[src/hpp_pkg.sv]
package hpp_pkg;
	localparam int DATA_W = 24;
	localparam int ADDR_W = 4;
	// Register word offsets (byte address = 4 * index)
	localparam logic [ADDR_W-1:0] REG_CFG = 4'h0;
	localparam logic [ADDR_W-1:0] REG_PORT0 = 4'h1;
	localparam logic [ADDR_W-1:0] REG_PORT1 = 4'h2;
	localparam logic [ADDR_W-1:0] REG_PORT2 = 4'h3;
	localparam logic [ADDR_W-1:0] REG_CTRL = 4'h4;
	localparam logic [ADDR_W-1:0] REG_EVENT = 4'h5;
	// Configuration fields
	localparam int CFG_WIDTH_LO = 0;
	localparam int CFG_WIDTH_HI = 1;
	localparam int CFG_DREADY = 2;
	localparam int CFG_LEMPTY = 3;
	localparam int CFG_DPOL = 4;
	localparam int CFG_LPOL = 5;
	localparam logic [7:0] CFG_RW_MASK = 8'h33;
	localparam logic [7:0] CFG_RESET = 8'h00;
	// Control register fields
	localparam int CTRL_EN = 0;
	// Event register fields
	localparam int EVT_RD_DONE = 0;
	localparam int EVT_WR_DONE = 1;
	// Transfer width codes
	localparam logic [1:0] WIDTH_8 = 2'h0;
	localparam logic [1:0] WIDTH_16 = 2'h1;
	localparam logic [1:0] WIDTH_24 = 2'h2;
	localparam logic [31:0] UNMAPPED_DATA = 32'h00000000;

	typedef struct packed {
		logic strobe_n;
		logic oe_n;
		logic cs_n;
	} hpp_host_ctl_t;

	typedef struct packed {
		logic room_available_pin;
		logic data_available_pin;
	} hpp_status_pins_t;
endpackage : hpp_pkg

[src/hpp_port.sv]
// Our own choices: the Avalon-MM interface to the registers and the address map.
`timescale 1ns/1ps
module hpp_port (
	input wire logic sys_clk,
	input wire logic reset,
	input wire logic clk_en,
	input wire logic [3:0] avs_address,
	input wire logic avs_read,
	input wire logic avs_write,
	input wire logic [31:0] avs_writedata,
	input wire logic [3:0] avs_byteenable,
	output logic [31:0] avs_readdata,
	output logic avs_waitrequest,
	input wire hpp_pkg::hpp_host_ctl_t host_ctl_in,
	input wire logic [23:0] host_data_in,
	output logic [23:0] host_data_out,
	output logic [23:0] host_data_oe,
	output hpp_pkg::hpp_status_pins_t status_pins,
	output logic [1:0] status_pins_oe,
	output logic port_override,
	output logic port_irq
);
	logic [2:0] sync1_q;
	logic [2:0] sync2_q;
	logic [2:0] prev_q;
	logic [7:0] cfg_q;
	logic en_q;
	logic dready_q;
	logic lempty_q;
	logic [23:0] out_latch_q;
	logic [23:0] in_latch_q;
	logic [1:0] evt_q;
	logic [31:0] rdata_q;
	logic ack_q;
	logic strobe_act, oe_act, cs_act;
	logic strobe_fall, strobe_rise, oe_fall, oe_rise;
	logic strobe_was_act, oe_was_act;
	logic [23:0] data_sync1_q;
	logic [23:0] data_sync2_q;
	logic req, wr_acc, rd_acc;
	logic [1:0] width;
	logic [23:0] width_mask;
	logic [7:0] cfg_view;
	logic [7:0] be_mask;

	always_ff @(posedge sys_clk or posedge reset) begin
		if (reset) begin
			sync1_q <= 3'h7;
			sync2_q <= 3'h7;
			prev_q <= 3'h7;
			data_sync1_q <= 24'h000000;
			data_sync2_q <= 24'h000000;
		end else if (clk_en) begin
			sync1_q <= host_ctl_in;
			sync2_q <= sync1_q;
			prev_q <= sync2_q;
			data_sync1_q <= host_data_in;
			data_sync2_q <= data_sync1_q;
		end
	end

	assign cs_act = ~sync2_q[0] & en_q;
	assign strobe_act = ~sync2_q[2] & cs_act;
	assign oe_act = ~sync2_q[1] & cs_act;
	// gated edges, select may fall together
	assign strobe_was_act = ~prev_q[2] & ~prev_q[0];
	assign oe_was_act = ~prev_q[1] & ~prev_q[0];
	assign strobe_fall = strobe_act & ~strobe_was_act;
	assign strobe_rise = sync2_q[2] & ~prev_q[2] & ~prev_q[0] & en_q;
	assign oe_fall = oe_act & ~oe_was_act;
	assign oe_rise = sync2_q[1] & ~prev_q[1] & ~prev_q[0] & en_q;

	// Bus: one wait cycle, answer on the following edge
	assign req = (avs_read | avs_write) & clk_en;
	assign avs_waitrequest = (avs_read | avs_write) & ~ack_q;
	assign wr_acc = avs_write & ack_q & clk_en;
	assign rd_acc = avs_read & ack_q & clk_en;
	assign be_mask = avs_byteenable[0] ? 8'hFF : 8'h00;

	always_ff @(posedge sys_clk or posedge reset) begin
		if (reset) begin
			ack_q <= 1'b0;
		end else if (clk_en) begin
			ack_q <= req & ~ack_q;
		end
	end

	assign width = cfg_q[hpp_pkg::CFG_WIDTH_HI:hpp_pkg::CFG_WIDTH_LO];
	always_comb begin
		case (width)
			hpp_pkg::WIDTH_8: width_mask = 24'h0000FF;
			hpp_pkg::WIDTH_16: width_mask = 24'h00FFFF;
			default: width_mask = 24'hFFFFFF;
		endcase
	end

	always_ff @(posedge sys_clk or posedge reset) begin
		if (reset) begin
			cfg_q <= hpp_pkg::CFG_RESET;
			en_q <= 1'b0;
		end else if (wr_acc) begin
			if (avs_address == hpp_pkg::REG_CFG) begin
				cfg_q <= (cfg_q & ~(hpp_pkg::CFG_RW_MASK & be_mask)) |
					(avs_writedata[7:0] & hpp_pkg::CFG_RW_MASK & be_mask);
			end
			if (avs_address == hpp_pkg::REG_CTRL && avs_byteenable[0]) begin
				en_q <= avs_writedata[hpp_pkg::CTRL_EN];
			end
		end
	end

	// Firmware output latches, one byte per port
	always_ff @(posedge sys_clk or posedge reset) begin
		if (reset) begin
			out_latch_q <= 24'h000000;
		end else if (wr_acc && avs_byteenable[0]) begin
			case (avs_address)
				hpp_pkg::REG_PORT0: out_latch_q[7:0] <= avs_writedata[7:0];
				hpp_pkg::REG_PORT1: out_latch_q[15:8] <= avs_writedata[7:0];
				hpp_pkg::REG_PORT2: out_latch_q[23:16] <= avs_writedata[7:0];
				default: out_latch_q <= out_latch_q;
			endcase
		end
	end

	// Data-ready: set wins over host clear
	always_ff @(posedge sys_clk or posedge reset) begin
		if (reset) begin
			dready_q <= 1'b0;
		end else if (clk_en) begin
			if (wr_acc && avs_address == hpp_pkg::REG_PORT0) begin
				dready_q <= 1'b1;
			end else if (oe_fall) begin
				dready_q <= 1'b0;
			end
		end
	end

	always_ff @(posedge sys_clk or posedge reset) begin
		if (reset) begin
			lempty_q <= 1'b1;
			in_latch_q <= 24'h000000;
		end else if (clk_en) begin
			if (strobe_act) begin
				in_latch_q <= data_sync2_q & width_mask;
			end
			if (strobe_fall) begin
				lempty_q <= 1'b0;
			end else if (rd_acc && avs_address == hpp_pkg::REG_PORT0) begin
				lempty_q <= 1'b1;
			end
		end
	end

	always_ff @(posedge sys_clk or posedge reset) begin
		if (reset) begin
			evt_q <= 2'h0;
		end else if (clk_en) begin
			evt_q[hpp_pkg::EVT_RD_DONE] <= oe_rise |
				(evt_q[hpp_pkg::EVT_RD_DONE] &
				~(wr_acc && avs_address == hpp_pkg::REG_EVENT &&
				avs_writedata[hpp_pkg::EVT_RD_DONE]));
			evt_q[hpp_pkg::EVT_WR_DONE] <= strobe_rise |
				(evt_q[hpp_pkg::EVT_WR_DONE] &
				~(wr_acc && avs_address == hpp_pkg::REG_EVENT &&
				avs_writedata[hpp_pkg::EVT_WR_DONE]));
		end
	end
	assign port_irq = |evt_q;

	always_comb begin
		cfg_view = cfg_q;
		cfg_view[hpp_pkg::CFG_DREADY] = ~status_pins.data_available_pin;
		cfg_view[hpp_pkg::CFG_LEMPTY] = ~status_pins.room_available_pin;
	end

	always_ff @(posedge sys_clk or posedge reset) begin
		if (reset) begin
			rdata_q <= 32'h00000000;
		end else if (req && !ack_q && avs_read) begin
			case (avs_address)
				hpp_pkg::REG_CFG: rdata_q <= {24'h000000, cfg_view};
				hpp_pkg::REG_PORT0: rdata_q <= {24'h000000, in_latch_q[7:0]};
				hpp_pkg::REG_PORT1: rdata_q <= {24'h000000, in_latch_q[15:8]};
				hpp_pkg::REG_PORT2:
					rdata_q <= {24'h000000, in_latch_q[23:16]};
				hpp_pkg::REG_CTRL: rdata_q <= {31'h00000000, en_q};
				hpp_pkg::REG_EVENT: rdata_q <= {30'h00000000, evt_q};
				default: rdata_q <= hpp_pkg::UNMAPPED_DATA;
			endcase
		end
	end
	assign avs_readdata = rdata_q;

	always_comb begin
		status_pins.data_available_pin = cfg_q[hpp_pkg::CFG_DPOL] ?
			~dready_q : dready_q;
		status_pins.room_available_pin = cfg_q[hpp_pkg::CFG_LPOL] ?
			~lempty_q : lempty_q;
	end

	assign port_override = en_q;
	assign status_pins_oe = {en_q, en_q};
	// drive word while oe and select low
	assign host_data_oe = (oe_act ? 24'hFFFFFF : 24'h000000) & width_mask;
	assign host_data_out = out_latch_q & width_mask;
endmodule : hpp_port

[config.mk]
export PLATFORM = sky130hd
export DESIGN_NAME = hpp_port
export DESIGN_NICKNAME = d
export VERILOG_FILES = /design/src/hpp_pkg.sv /design/src/hpp_port.sv
export SDC_FILE = /design/constraint.sdc
export NUM_CORES = 1
export LEC_CHECK = 0
export BUFFER_PORTS_ARGS = -buffer_cell sky130_fd_sc_hd__buf_2
export CORE_UTILIZATION = 50
export CTS_BUF_LIST = sky130_fd_sc_hd__clkbuf_16
export DETAILED_ROUTE_END_ITERATION = 8
export PLACE_DENSITY_LB_ADDON = 0.2
export SLEW_MARGIN = 15
export SYNTH_ARGS = -nofsm -noshare
export SYNTH_HDL_FRONTEND = slang
export SYNTH_SLANG_ARGS = --single-unit
[constraint.sdc]
create_clock -name sys_clk -period 5.7 [get_ports sys_clk]
set_input_delay 0.285 -clock sys_clk [delete_from_list [all_inputs] [get_ports sys_clk]]
set_output_delay 0.285 -clock sys_clk [all_outputs]
set_load 0.03 [all_outputs]
==> impl_summary.txt, run 1 <==
----------------------------------------------------
[Detailed routing]
  Number of vias per cell after detailed routing ... around 5
  Routed vias ... ~3,400
  Initial DRC Count ... about 120
  Detail Route Antenna Nets ... 0
  Detail-routed net length per standard cell ... roughly 15 um
  Total iterations of the first detailed-routing run ... 4
  # DRC ... 0
  DRT Wirelength ... 10,200 um

[Clock tree]
  Num CTS Buffers ... 17
  Maximum number of buffers from clock root to sink ... 2
  Post-CTS Hold Buffers ... 0
  Cells resized by post-CTS repair ... 0
  Htree depth ... 4
  Cell chosen for the clock root ... clkbuf_16
  Setup Fix Bufs, Post-CTS ... 0
  TritonCTS clock tree ... built
  CTS clock-pin slew for the worst setup and hold paths ... roughly 0.05 ns
  Clock sink total ... 123
  Skew-Pair Late Insertion Delay ... approximately 0.40 ns

[Layout]
  Most frequent cells in the layout ... dfrtp_1, buf_2, mux2_2, nand2_1, conb_1
  Filler cells ... about 920
  Post-layout nets ... 591
  Antenna Diode Count ... 0
  Area growth from synthesis to final layout ... 14.90%
  Most common cell after layout, fill and taps aside ... dfrtp_1
  Share of layout cells above drive strength 1 ... 48.30%

[Worst hold path]
  Kind of path behind the tightest hold check ... input pin to async pin

[Die]
  Number of top-level pins ... 159
  Total core area ... 10,940 um^2
  Height of the chip ... 108.2 um
  Number of cell rows ... 38
  Starting Density ... 51.59%
  DIE WIDTH ... 108.2 um
  Die area ... 11,710 um^2

[Yosys]
  Post-Syn Instances ... 445
  Library cells used by synthesis ... 42
  Share of async-settable or async-resettable flops after synthesis ... 100.0%
  Simple-gate share of the synthesized area ... under 10%
  Sequential cell area fraction in the yosys report ... a little over half
  Adder-cell share of the synthesized area ... 0%
  Number of synthesized register bits ... 123
  Post-synth EDFFs ... 0
  Dominant combinational cell family by area after synthesis ... multiplexers
  Cell area after synthesis ... about 5600 um^2
  Post-Synth XOR/XNOR Area ... 0.3105%
  Most frequently used flop master after synthesis ... dfrtp_1
  Average cell area after synthesis ... around 13 um^2
  Synthesis Warnings ... 0
  Post-synthesis mux area share ... 22.24%
  Share of the synthesized area in compound gates (AO/OA/AOI/OAI) ... 3.992%

[GRT]
  Global router's overall resource usage ... 18.73%
  Antenna violations before repair ... 0
  Global-route wire length before repair ... around 16,000 um
  Global-route congestion overflow total ... 0
  Via count of the first global-routing pass ... between 3,000 and 4,000
  Pin count of the biggest net entering global routing ... 70

[Timing]
  Slew @ Worst Pin ... between 0.8 and 0.9 ns
  Slack of the critical path ... approximately 3.2 ns
  Maximum operating frequency ... around 0.39 GHz
  Unrepaired setup endpoints after global routing ... no
  Worst clock skew ... 0.007518 ns
  Number of endpoints with negative hold slack in the final report ... 0
  Number of failing setup endpoints in the final timing report ... 0
  Setup total negative slack ... 0 ns
  Max-slew headroom ... 40.79%
  Final period demand of the worst path ... about 2.5 ns
  Number of pins exceeding their max-slew limit in the final report ... 0
  Final period utilization ... 44.47%

[Pwr]
  Maximum ir drop on the vdd rail ... approximately 190 uV
  Static leakage power ... 0.003200 uW
  Pwr per Cell Area ... 364.5 nW/um^2
  Power after layout ... 2363 uW

[Setup path]
  Worst Setup End Kind ... primary output
  Arrival time worst endpoint ... roughly 2.3 ns
  Critical path capture point ... host_data_oe[15]
  Worst Path Class, Setup ... flop to primary output
  Capture point of the worst reg-to-reg path ... out_latch_q[9]
  Required time of the critical path ... 5.41 ns
  Reg-to-Reg Start ... ack_q
  FF-to-FF path depth ... 3
  Crit start category ... flop
  Setup slack of the most critical reg-to-reg path ... between 3 and 4 ns
  Crit Path Max Fanout ... 20

[Place]
  Count of buffers inserted at the top-level ports ... around 110
  Post-Place Worst Slack ... 3.095 ns
  Placed wire-length estimate ... 6791 um
  Routability-driven placement congestion ratio ... approximately 0.76

[Flow run]
  Number of violations of the max-capacitance limit ... 0

[Outcome]
  Result of the run ... finished, final reports clean

----------------------------------------------------
==> logic make-up after synthesis <==
| family | Yosys count |
|---|---|
| AOI/OAI and AO/OA | 35 |
| xor gates and xnor gates | 2 |
| muxes | 108 |
| DFF | 123 |
| other | 1 |
| and+or+nand+nor | 95 |
| buffers and inverters | 81 |
==> per-stage QoR <==
stage	cells	area [um^2]	util [%]	hold slack [ns]
final	670	6482	59.28	0.03851
after global routing	670	6482	59.28	0.1010
after CTS	670	6482	59.28	0.07952
after detailed placement	640	5943	54.35	0.4654
after global placement	640	5943	54.35	0.4578
after floorplan	468	5728	-	0.4331
==> cells in the mapped netlist (4+ instances only) <==
master / number / area, um^2
and2_1: 19 / 118.9
nor2_1: 5 / 18.77
nand2_1: 40 / 150.1
mux2_4: 8 / 120.1
clkbuf_1: 10 / 37.54
nor3b_1: 4 / 30.03
o21ai_0: 20 / 100.1
buf_4: 57 / 427.9
a22oi_1: 4 / 30.03
dfstp_2: 10 / 262.8
dfrtp_1: 113 / 2828
nand3_1: 4 / 20.02
buf_1: 5 / 18.77
nand4_1: 4 / 25.02
buf_2: 5 / 25.02
mux2_2: 97 / 1092
==> area by class of cell <==
type                       instances  area (um^2)  share of cell area (%)
timing repair buffer             110        558.0                   8.608
sequential                       123         3090                   47.67
clock buffer                      17        425.4                   6.562
clock inverter                    13        113.9                   1.756
inverter                           3        13.76                  0.2123
multi-input combinational        264         2106                   32.48
tap                              140        175.2                   2.702
==> critical path, cell delays in order (launching register included) <==
cell     delay, ns
dfrtp_1       0.85
or2_2         0.48
and2_1        0.29
buf_2         0.23
==> sequential cells by signal, indices dropped and copies added, names as in the netlist, named ones only <==
name,flops
ack_q,1
avs_readdata,8
data_sync1_q,24
data_sync2_q,24
dready_q,1
evt_q,2
in_latch_q,24
lempty_q,1
out_latch_q,24
port_override,1
prev_q,3
sync1_q,3
sync2_q,3
==> worst min path at each step <==
stage	startpoint	to	slack, ns
global route	host_data_in[21]	data_sync1_q[21]	0.10
CTS	reset	data_sync1_q[23]	0.08
floorplan	avs_writedata[0]	out_latch_q[0]	0.43
detailed placement	in_latch_q[9]	in_latch_q[9]	0.47
global placement	in_latch_q[21]	in_latch_q[21]	0.46
finish	reset	data_sync1_q[8]	0.04
==> report_power, final <==
group	total (uW)	switching, uW	internal (uW)
clock	978	353	625
combinational	328	185	143
sequential	1060	69.8	988
==> per-layer routing <==
metal / wire length, um / vias up / GRT usage, %
met5: 0 / - / 0
met4: 107 / 0 / 5.871
met3: 377 / 9 / 4.762
met2: 4896 / 80 / 29.66
met1: 4821 / 1695 / 25.29
li1: - / 1619 / -
Power figures use the tool's default switching activity.
==> inputs of run 2 (changes only) <==
--- a/config.mk
+++ b/config.mk
@@ -5,6 +5,7 @@
 export SDC_FILE = /design/constraint.sdc
 export NUM_CORES = 1
 export LEC_CHECK = 0
+export ABC_AREA = 1
 export BUFFER_PORTS_ARGS = -buffer_cell sky130_fd_sc_hd__buf_2
 export CORE_UTILIZATION = 50
 export CTS_BUF_LIST = sky130_fd_sc_hd__clkbuf_16
==> constraint.sdc (replaced) <==
create_clock -name sys_clk -period 2.4 [get_ports sys_clk]
set_input_delay 0.12 -clock sys_clk [delete_from_list [all_inputs] [get_ports sys_clk]]
set_output_delay 0.12 -clock sys_clk [all_outputs]
set_load 0.03 [all_outputs]
==> run 2 against run 1 <==
Compared with the run above:
- cell area increased by 5.1%
- area after synthesis increased by 0.69%
- sequential share of layout area decreased by 2.3 points
- global-route usage increased by 2.8 points
- critical path depth unchanged
- synthesized cell count increased by 49%
- setup slack got worse by 2.9 ns
- critical path type unchanged
- critical endpoint is now host_data_oe[20]
==> impl_summary.txt, run 2 <==
----------------------------------------------------
[Place]
  Placed wire-length estimate ... 7947 um (+17%)
  Routability-driven placement congestion ratio ... 0.8606 (+13%)
  Count of buffers inserted at the top-level ports ... 107 (unchanged)

[Worst hold path]
  Kind of path behind the tightest hold check ... input pin to flop
  Hold Startpoint ... avs_writedata[6]

[GRT]
  Antenna violations before repair ... 0 (unchanged)
  Global-route wire length before repair ... 19,240 um (+17%)
  Pin count of the biggest net entering global routing ... 124 (+77%)
  Global router's overall resource usage ... 21.53% (+2.8 points)
  Via count of the first global-routing pass ... 4,059 (+23%)
  Global-route congestion overflow total ... 0 (unchanged)

[Clock tree]
  CTS clock-pin slew for the worst setup and hold paths ... 0.05 ns (about the same)
  Cell chosen for the clock root ... clkbuf_16
  Clock sink total ... 123 (unchanged)
  TritonCTS clock tree ... built
  Skew-Pair Late Insertion Delay ... 0.40 ns (about the same)
  Htree depth ... 4 (unchanged)
  Num CTS Buffers ... 17 (unchanged)
  Maximum number of buffers from clock root to sink ... 2 (unchanged)
  Setup Fix Bufs, Post-CTS ... 0 (unchanged)

[Timing]
  Setup total negative slack ... 0 ns (unchanged)
  Final period utilization ... between 80% and 90%
  Number of pins exceeding their max-slew limit in the final report ... 0 (unchanged)
  Slew @ Worst Pin ... 0.6883 ns (-0.1979 ns)
  Final period demand of the worst path ... 2.102 ns
  Worst clock skew ... 0.004427 ns (-0.003091 ns)
  Number of failing setup endpoints in the final timing report ... 0 (unchanged)
  Max-slew headroom ... 54.06% (+13 points)
  Unrepaired setup endpoints after global routing ... no
  Maximum operating frequency ... 0.4757 GHz
  Number of endpoints with negative hold slack in the final report ... 0 (unchanged)

[Yosys]
  Sequential cell area fraction in the yosys report ... 54.41% (-0.37 points)
  Number of synthesized register bits ... 123 (unchanged)
  Leading post-synthesis cells by instance count ... nand2_1, dfrtp_1, inv_1, o21ai_0, buf_4
  Share of async-settable or async-resettable flops after synthesis ... 100.0% (unchanged)
  Post-synth EDFFs ... 0 (unchanged)
  Average cell area after synthesis ... 8.568 um^2 (-32%)
  Top post-synthesis cells by area ... dfrtp_1, nand2_1, buf_4
  Cell taking the most area after synthesis ... dfrtp_1
  Area share of the leading cell type in the synthesized netlist ... 49.78% (-0.34 points)
  Cell area after synthesis ... 5680 um^2 (+0.69%)
  Post-Syn Instances ... 663 (+49%)
  Most instantiated library cell after synthesis ... nand2_1
  Library cells used by synthesis ... 28 (-33%)
  Most frequently used flop master after synthesis ... dfrtp_1
  Synthesis Warnings ... 0 (unchanged)

[Setup path]
  Required time of the critical path ... 2.28 ns (-3.13 ns)
  Worst Path Class, Setup ... flop to primary output
  Worst Setup End Kind ... primary output
  Stage delay of the slowest cell on the critical path ... 0.73 ns (-0.12 ns)
  Crit start category ... flop
  Slowest stage cell on the critical path ... dfrtp_1
  Crit Path Max Fanout ... 17 (-15%)
  CP cell instances ... inv_1 -> nor2_1 -> buf_2
  Arrival time worst endpoint ... 1.98 ns (-0.27 ns)

[Flow run]
  Number of violations of the max-capacitance limit ... 0 (unchanged)

[Die]
  Height of the chip ... 108.6 um (+0.34%)
  Number of cell rows ... 38 (unchanged)
  Total core area ... 10,940 um^2 (unchanged)
  Die area ... 11,790 um^2 (+0.68%)
  Starting Density ... 51.95% (+0.35 points)
  Number of top-level pins ... 159 (unchanged)
  DIE WIDTH ... 108.6 um (+0.34%)

[Layout]
  Share of layout cells above drive strength 1 ... 21.23% (-27 points)
  Most common cell after layout, fill and taps aside ... nand2_1
  Antenna Diode Count ... 0 (unchanged)
  Most frequent cells in the layout ... nand2_1, dfrtp_1, buf_2, inv_1, o21ai_0
  Post-layout nets ... 841 (+42%)
  Area growth from synthesis to final layout ... 19.89%

[Pwr]
  Pwr per Cell Area ... 791.8 nW/um^2 (+120%)
  Static leakage power ... 0.003646 uW (+14%)
  Power after layout ... 5393 uW (+130%)
  Maximum ir drop on the vdd rail ... 470.8 uV (+150%)

[Detailed routing]
  Number of vias per cell after detailed routing ... 4.831 (-4.9%)
  DRT Wirelength ... 11,560 um (+13%)
  Detail Route Antenna Nets ... 0 (unchanged)
  Initial DRC Count ... 251 (+110%)
  # DRC ... 0 (unchanged)
  Detail-routed net length per standard cell ... 12.53 um (-18%)
  Total iterations of the first detailed-routing run ... 5 (+1)
  Routed vias ... 4,454 (+31%)

[Outcome]
  Result of the run ... finished, final reports clean

----------------------------------------------------
-- run 2: changes by cell type after synthesis, sizes merged, moves of 25 or more --
cell,change
nand2,+165
mux2,-105
inv,+76
o21ai,+75
nand3,+33
nor2,+25
-- run 2: report_power, final --
group | total [uW] | leakage [uW] | switching, uW | internal [uW]
Combinational | 802 | 0.00180 | 564 | 238
Clock | 2170 | 0.000278 | 806 | 1360
Sequential | 2420 | 0.00157 | 122 | 2300
Total | 5390 | 0.00365 | 1490 | 3900
-- run 2: routing by layer --
layer / up-vias / global-route usage [%] / wire length, um
li1: 2212 / - / -
met1: 2086 / 29.05 / 5369
met2: 147 / 33.73 / 5431
met3: 9 / 5.546 / 650
met4: 0 / 7.432 / 105
met5: - / 0 / 0
-- run 2: cell type report --
type | count | area [um^2]
fillers | 949 | 4125
flip-flops and latches | 123 | 3090
multi-input cells | 405 | 1842
repair buffers | 143 | 893.4
clock buffers | 17 | 425.4
inverters | 79 | 300.3
well taps | 140 | 175.2
clock inverters | 15 | 83.83
-- run 2: repair_timing --
action | 4_1_cts | 5_1_grt
resized for setup | 0 | 0
hold endpoints to repair | 142 | 0
hold buffers | 30 | 0
-- run 2: worst paths after layout --
path                                     to  slack (ns)  cells past startpoint
setup / recovery           host_data_oe[20]        0.30                      3
hold / removal              out_latch_q[14]        0.01                      3
setup reg to reg             in_latch_q[14]        0.71                      4
hold reg to reg             data_sync1_q[7]        0.47                      2
max in group asynchronous    out_latch_q[9]        1.46                      4
min in group asynchronous  data_sync1_q[20]        0.43                      4
-- run 2: kinds of logic after synthesis --
family                 synth area share [%]
AOI/OAI and AO/OA                     10.09
buffers and inverters                 14.69
DFF                                   54.41
other                               0.06602
and+or+nand+nor                       20.75
-- run 2: worst max-delay path, delay by kind of cell, from the launching register on --
kind          cells  cell delay, ns
buf+inv           2            0.47
simple gates      1            0.37
flops             1            0.73
-- run 2: stage by stage --
stage               instance area, um^2  hold WS [ns]  cells  setup slack [ns]  utilization, %
finish                             6810       0.01022    922            0.2979           62.28
global route                       6810      0.009125    922           0.06037           62.28
CTS                                6810      0.001924    922            0.2487           62.28
detailed placement                 6001        0.3252    860            0.6895           54.87
global placement                   6001        0.3237    860            0.7098           54.87
floorplan                          5771        0.2154    686            0.5684               -
==> inputs of run 3 (changes only) <==
--- a/config.mk
+++ b/config.mk
@@ -7,11 +7,11 @@
 export LEC_CHECK = 0
 export ABC_AREA = 1
 export BUFFER_PORTS_ARGS = -buffer_cell sky130_fd_sc_hd__buf_2
+export CORE_ASPECT_RATIO = 0.75
 export CORE_UTILIZATION = 50
 export CTS_BUF_LIST = sky130_fd_sc_hd__clkbuf_16
 export DETAILED_ROUTE_END_ITERATION = 8
 export PLACE_DENSITY_LB_ADDON = 0.2
-export SLEW_MARGIN = 15
 export SYNTH_ARGS = -nofsm -noshare
 export SYNTH_HDL_FRONTEND = slang
 export SYNTH_SLANG_ARGS = --single-unit
==> constraint.sdc (replaced) <==
create_clock -name sys_clk -period 2.7 [get_ports sys_clk]
set_input_delay 0.135 -clock sys_clk [delete_from_list [all_inputs] [get_ports sys_clk]]
set_output_delay 0.135 -clock sys_clk [all_outputs]
set_load 0.03 [all_outputs]
==> run 3 against run 2 <==
Compared with the run above:
- the flow now finishes with violations (DRC)
- hold slack better by 0.036 ns
- clock power up 7%
- critical path depth unchanged
- flip-flop and latch count unchanged
- register-to-register slack better by 0.30 ns
- highest routed layer unchanged
- clock skew up 0.0011 ns
- cell area up 1.7%
- total power down 3.6%
- setup slack better by 0.22 ns
- utilization up 0.80 points
- largest cell class unchanged
==> impl_summary.txt, run 3 (synthesis results as in run 2) <==
----------------------------------------------------
[Detailed routing]
  Detail Route Antenna Nets ... 0 (unchanged)
  Total iterations of the first detailed-routing run ... 9 (+4)
  Routed vias ... 4,478 (+0.54%)
  Detail-routed net length per standard cell ... 13.84 um (+10%)
  # DRC ... 26 (+26)
  Initial DRC Count ... 282 (+12%)
  Number of vias per cell after detailed routing ... 4.852 (+0.43%)
  DRT Wirelength ... 12,780 um (+11%)

[Timing]
  Setup total negative slack ... 0 ns (unchanged)
  Unrepaired setup endpoints after global routing ... no
  Maximum operating frequency ... 0.4576 GHz
  Max-slew headroom ... 44.96% (-9.1 points)
  Final period utilization ... around four fifths
  Number of endpoints with negative hold slack in the final report ... 0 (unchanged)
  Slew @ Worst Pin ... 0.8239 ns (+0.1356 ns)
  Worst clock skew ... 0.005560 ns (+0.001133 ns)
  Final period demand of the worst path ... 2.185 ns
  Number of pins exceeding their max-slew limit in the final report ... 0 (unchanged)
  Number of failing setup endpoints in the final timing report ... 0 (unchanged)

[Clock tree]
  Skew-Pair Late Insertion Delay ... 0.41 ns (about the same)
  Maximum number of buffers from clock root to sink ... 2 (unchanged)
  Num CTS Buffers ... 17 (unchanged)
  Cells resized by post-CTS repair ... 0 (unchanged)
  Post-CTS Hold Buffers ... 29 (-3.3%)
  Setup Fix Bufs, Post-CTS ... 0 (unchanged)
  Clock sink total ... 123 (unchanged)
  Htree depth ... 4 (unchanged)
  TritonCTS clock tree ... built
  CTS clock-pin slew for the worst setup and hold paths ... 0.05 ns (about the same)
  Cell chosen for the clock root ... clkbuf_16

[Layout]
  Share of layout cells above drive strength 1 ... 22.61% (+1.4 points)
  Filler cells ... 914 (-3.7%)
  Antenna Diode Count ... 0 (unchanged)
  Post-layout nets ... 842 (+0.12%)
  Most frequent cells in the layout ... nand2_1, dfrtp_1, buf_2, inv_1, o21ai_0
  Multi-input gate area in the final layout ... 1842 um^2 (unchanged)
  Area growth from synthesis to final layout ... 21.96%
  Sequential standard cell area ... 3090 um^2 (unchanged)
  Final non-filler cell total ... 923 (+0.11%)
  Most common cell after layout, fill and taps aside ... nand2_1

[Setup path]
  Worst Path Class, Setup ... flop to primary output
  Crit Path Max Fanout ... 17 (unchanged)
  Required time of the critical path ... 2.57 ns (+0.29 ns)
  CP cell instances ... inv_1 -> nor2_1 -> buf_2
  Buffers and inverters on the worst path ... 2 (unchanged)
  Crit start category ... flop
  Stage delay of the slowest cell on the critical path ... 0.72 ns (about the same)
  Arrival time worst endpoint ... 2.05 ns (+0.07 ns)
  Slowest stage cell on the critical path ... dfrtp_1
  Family with the most delay on the worst path ... flip-flops
  Worst Setup End Kind ... primary output

[Die]
  Total core area ... 10,980 um^2 (+0.43%)
  Die area ... 11,800 um^2 (about the same)
  Number of top-level pins ... 159 (unchanged)
  Height of the chip ... 94.31 um (-13%)
  DIE WIDTH ... 125.1 um (+15%)
  Starting Density ... 51.72% (-0.22 points)
  Number of cell rows ... 33 (-13%)

[GRT]
  Global-route congestion overflow total ... 0 (unchanged)
  Antenna violations before repair ... 0 (unchanged)
  Global-route wire length before repair ... 20,750 um (+7.9%)
  Global router's overall resource usage ... 23.30% (+1.8 points)
  Via count of the first global-routing pass ... 4,107 (+1.2%)
  Pin count of the biggest net entering global routing ... 48 (-61%)

[Pwr]
  Pwr per Cell Area ... 750.6 nW/um^2 (-5.2%)
  Power after layout ... 5200 uW (-3.6%)
  Static leakage power ... 0.003686 uW (+1.1%)
  Maximum ir drop on the vdd rail ... 448.1 uV (-4.8%)

[Worst hold path]
  Kind of path behind the tightest hold check ... input pin to flop

[Outcome]
  Result of the run ... complete, but fails checks
  Violated checks ... DRC

[Place]
  Total placed cells including tap cells ... 862 (+0.23%)
  Placed wire-length estimate ... 8831 um (+11%)
  Count of buffers inserted at the top-level ports ... 107 (unchanged)
  Routability-driven placement congestion ratio ... 0.8446 (-1.9%)

[Flow run]
  Number of violations of the max-capacitance limit ... 0 (unchanged)

----------------------------------------------------
-- run 3: cell count changes in the layout (fill, tap and decap cells not counted), moves of 2 or more --
| cell | delta |
|---|---|
| inv_1 | -5 |
| clkinv_1 | -4 |
| bufinv_16 | +3 |
| clkinv_4 | +3 |
| clkinv_2 | +2 |
-- run 3: path summary, 6_finish.rpt --
kind | start | endpoint | slack (ns) | cells after the start
setup / recovery | flop | host_data_oe[23] | 0.51 | 3
hold / removal | avs_writedata[6] | out_latch_q[14] | 0.05 | 3
setup reg to reg | flop | in_latch_q[15] | 1.01 | 4
hold reg to reg | prev_q[2] | prev_q[2] | 0.46 | 2
max in group asynchronous | reset | prev_q[0] | 1.52 | 4
min in group asynchronous | reset | data_sync1_q[16] | 0.43 | 3
-- run 3: worst reg2reg max path: cells and delay by family, from the launching register on --
family / cells / cell delay, ns
DFF: 1 / 0.60
and+or+nand+nor: 2 / 0.61
buffers and inverters: 1 / 0.28
AOI/OAI and AO/OA: 1 / 0.09
-- run 3: metrics by stage --
stage	utilization [%]	hold WS, ns	instance area (um^2)	worst slack [ns]
6_report	63.08	0.04614	6928	0.5148
5_1_grt	63.08	0.04783	6928	0.3265
4_1_cts	63.08	0.03240	6928	0.4521
3_5_place_dp	54.89	0.3357	6028	0.9107
3_3_place_gp	54.89	0.3198	6028	0.9855
2_1_floorplan	-	0.2304	5771	0.8534
-- run 3: final cells by class --
class	instances	area share, %
inverters	79	4.334
clock inverters	15	2.655
multi-input cells	405	26.58
clock buffers	17	6.141
flip-flops and latches	123	44.61
well taps	140	2.528
repair buffers	144	13.15
-- run 3: layer usage --
| layer | vias to the layer above | part of all wire [%] | GRT usage [%] |
|---|---|---|---|
| met5 | - | 0 | 0 |
| met4 | 0 | 1.5 | 9.146 |
| met3 | 21 | 5.2 | 4.499 |
| met2 | 147 | 44 | 36.27 |
| met1 | 2098 | 49 | 32.51 |
| li1 | 2212 | - | - |
-- run 3: where the power goes --
group | internal [uW] | switching, uW | leakage (uW)
registers | 2040 | 107 | 0.00157
logic | 215 | 518 | 0.00181
clock network | 1530 | 792 | 0.000308
total | 3780 | 1420 | 0.00369
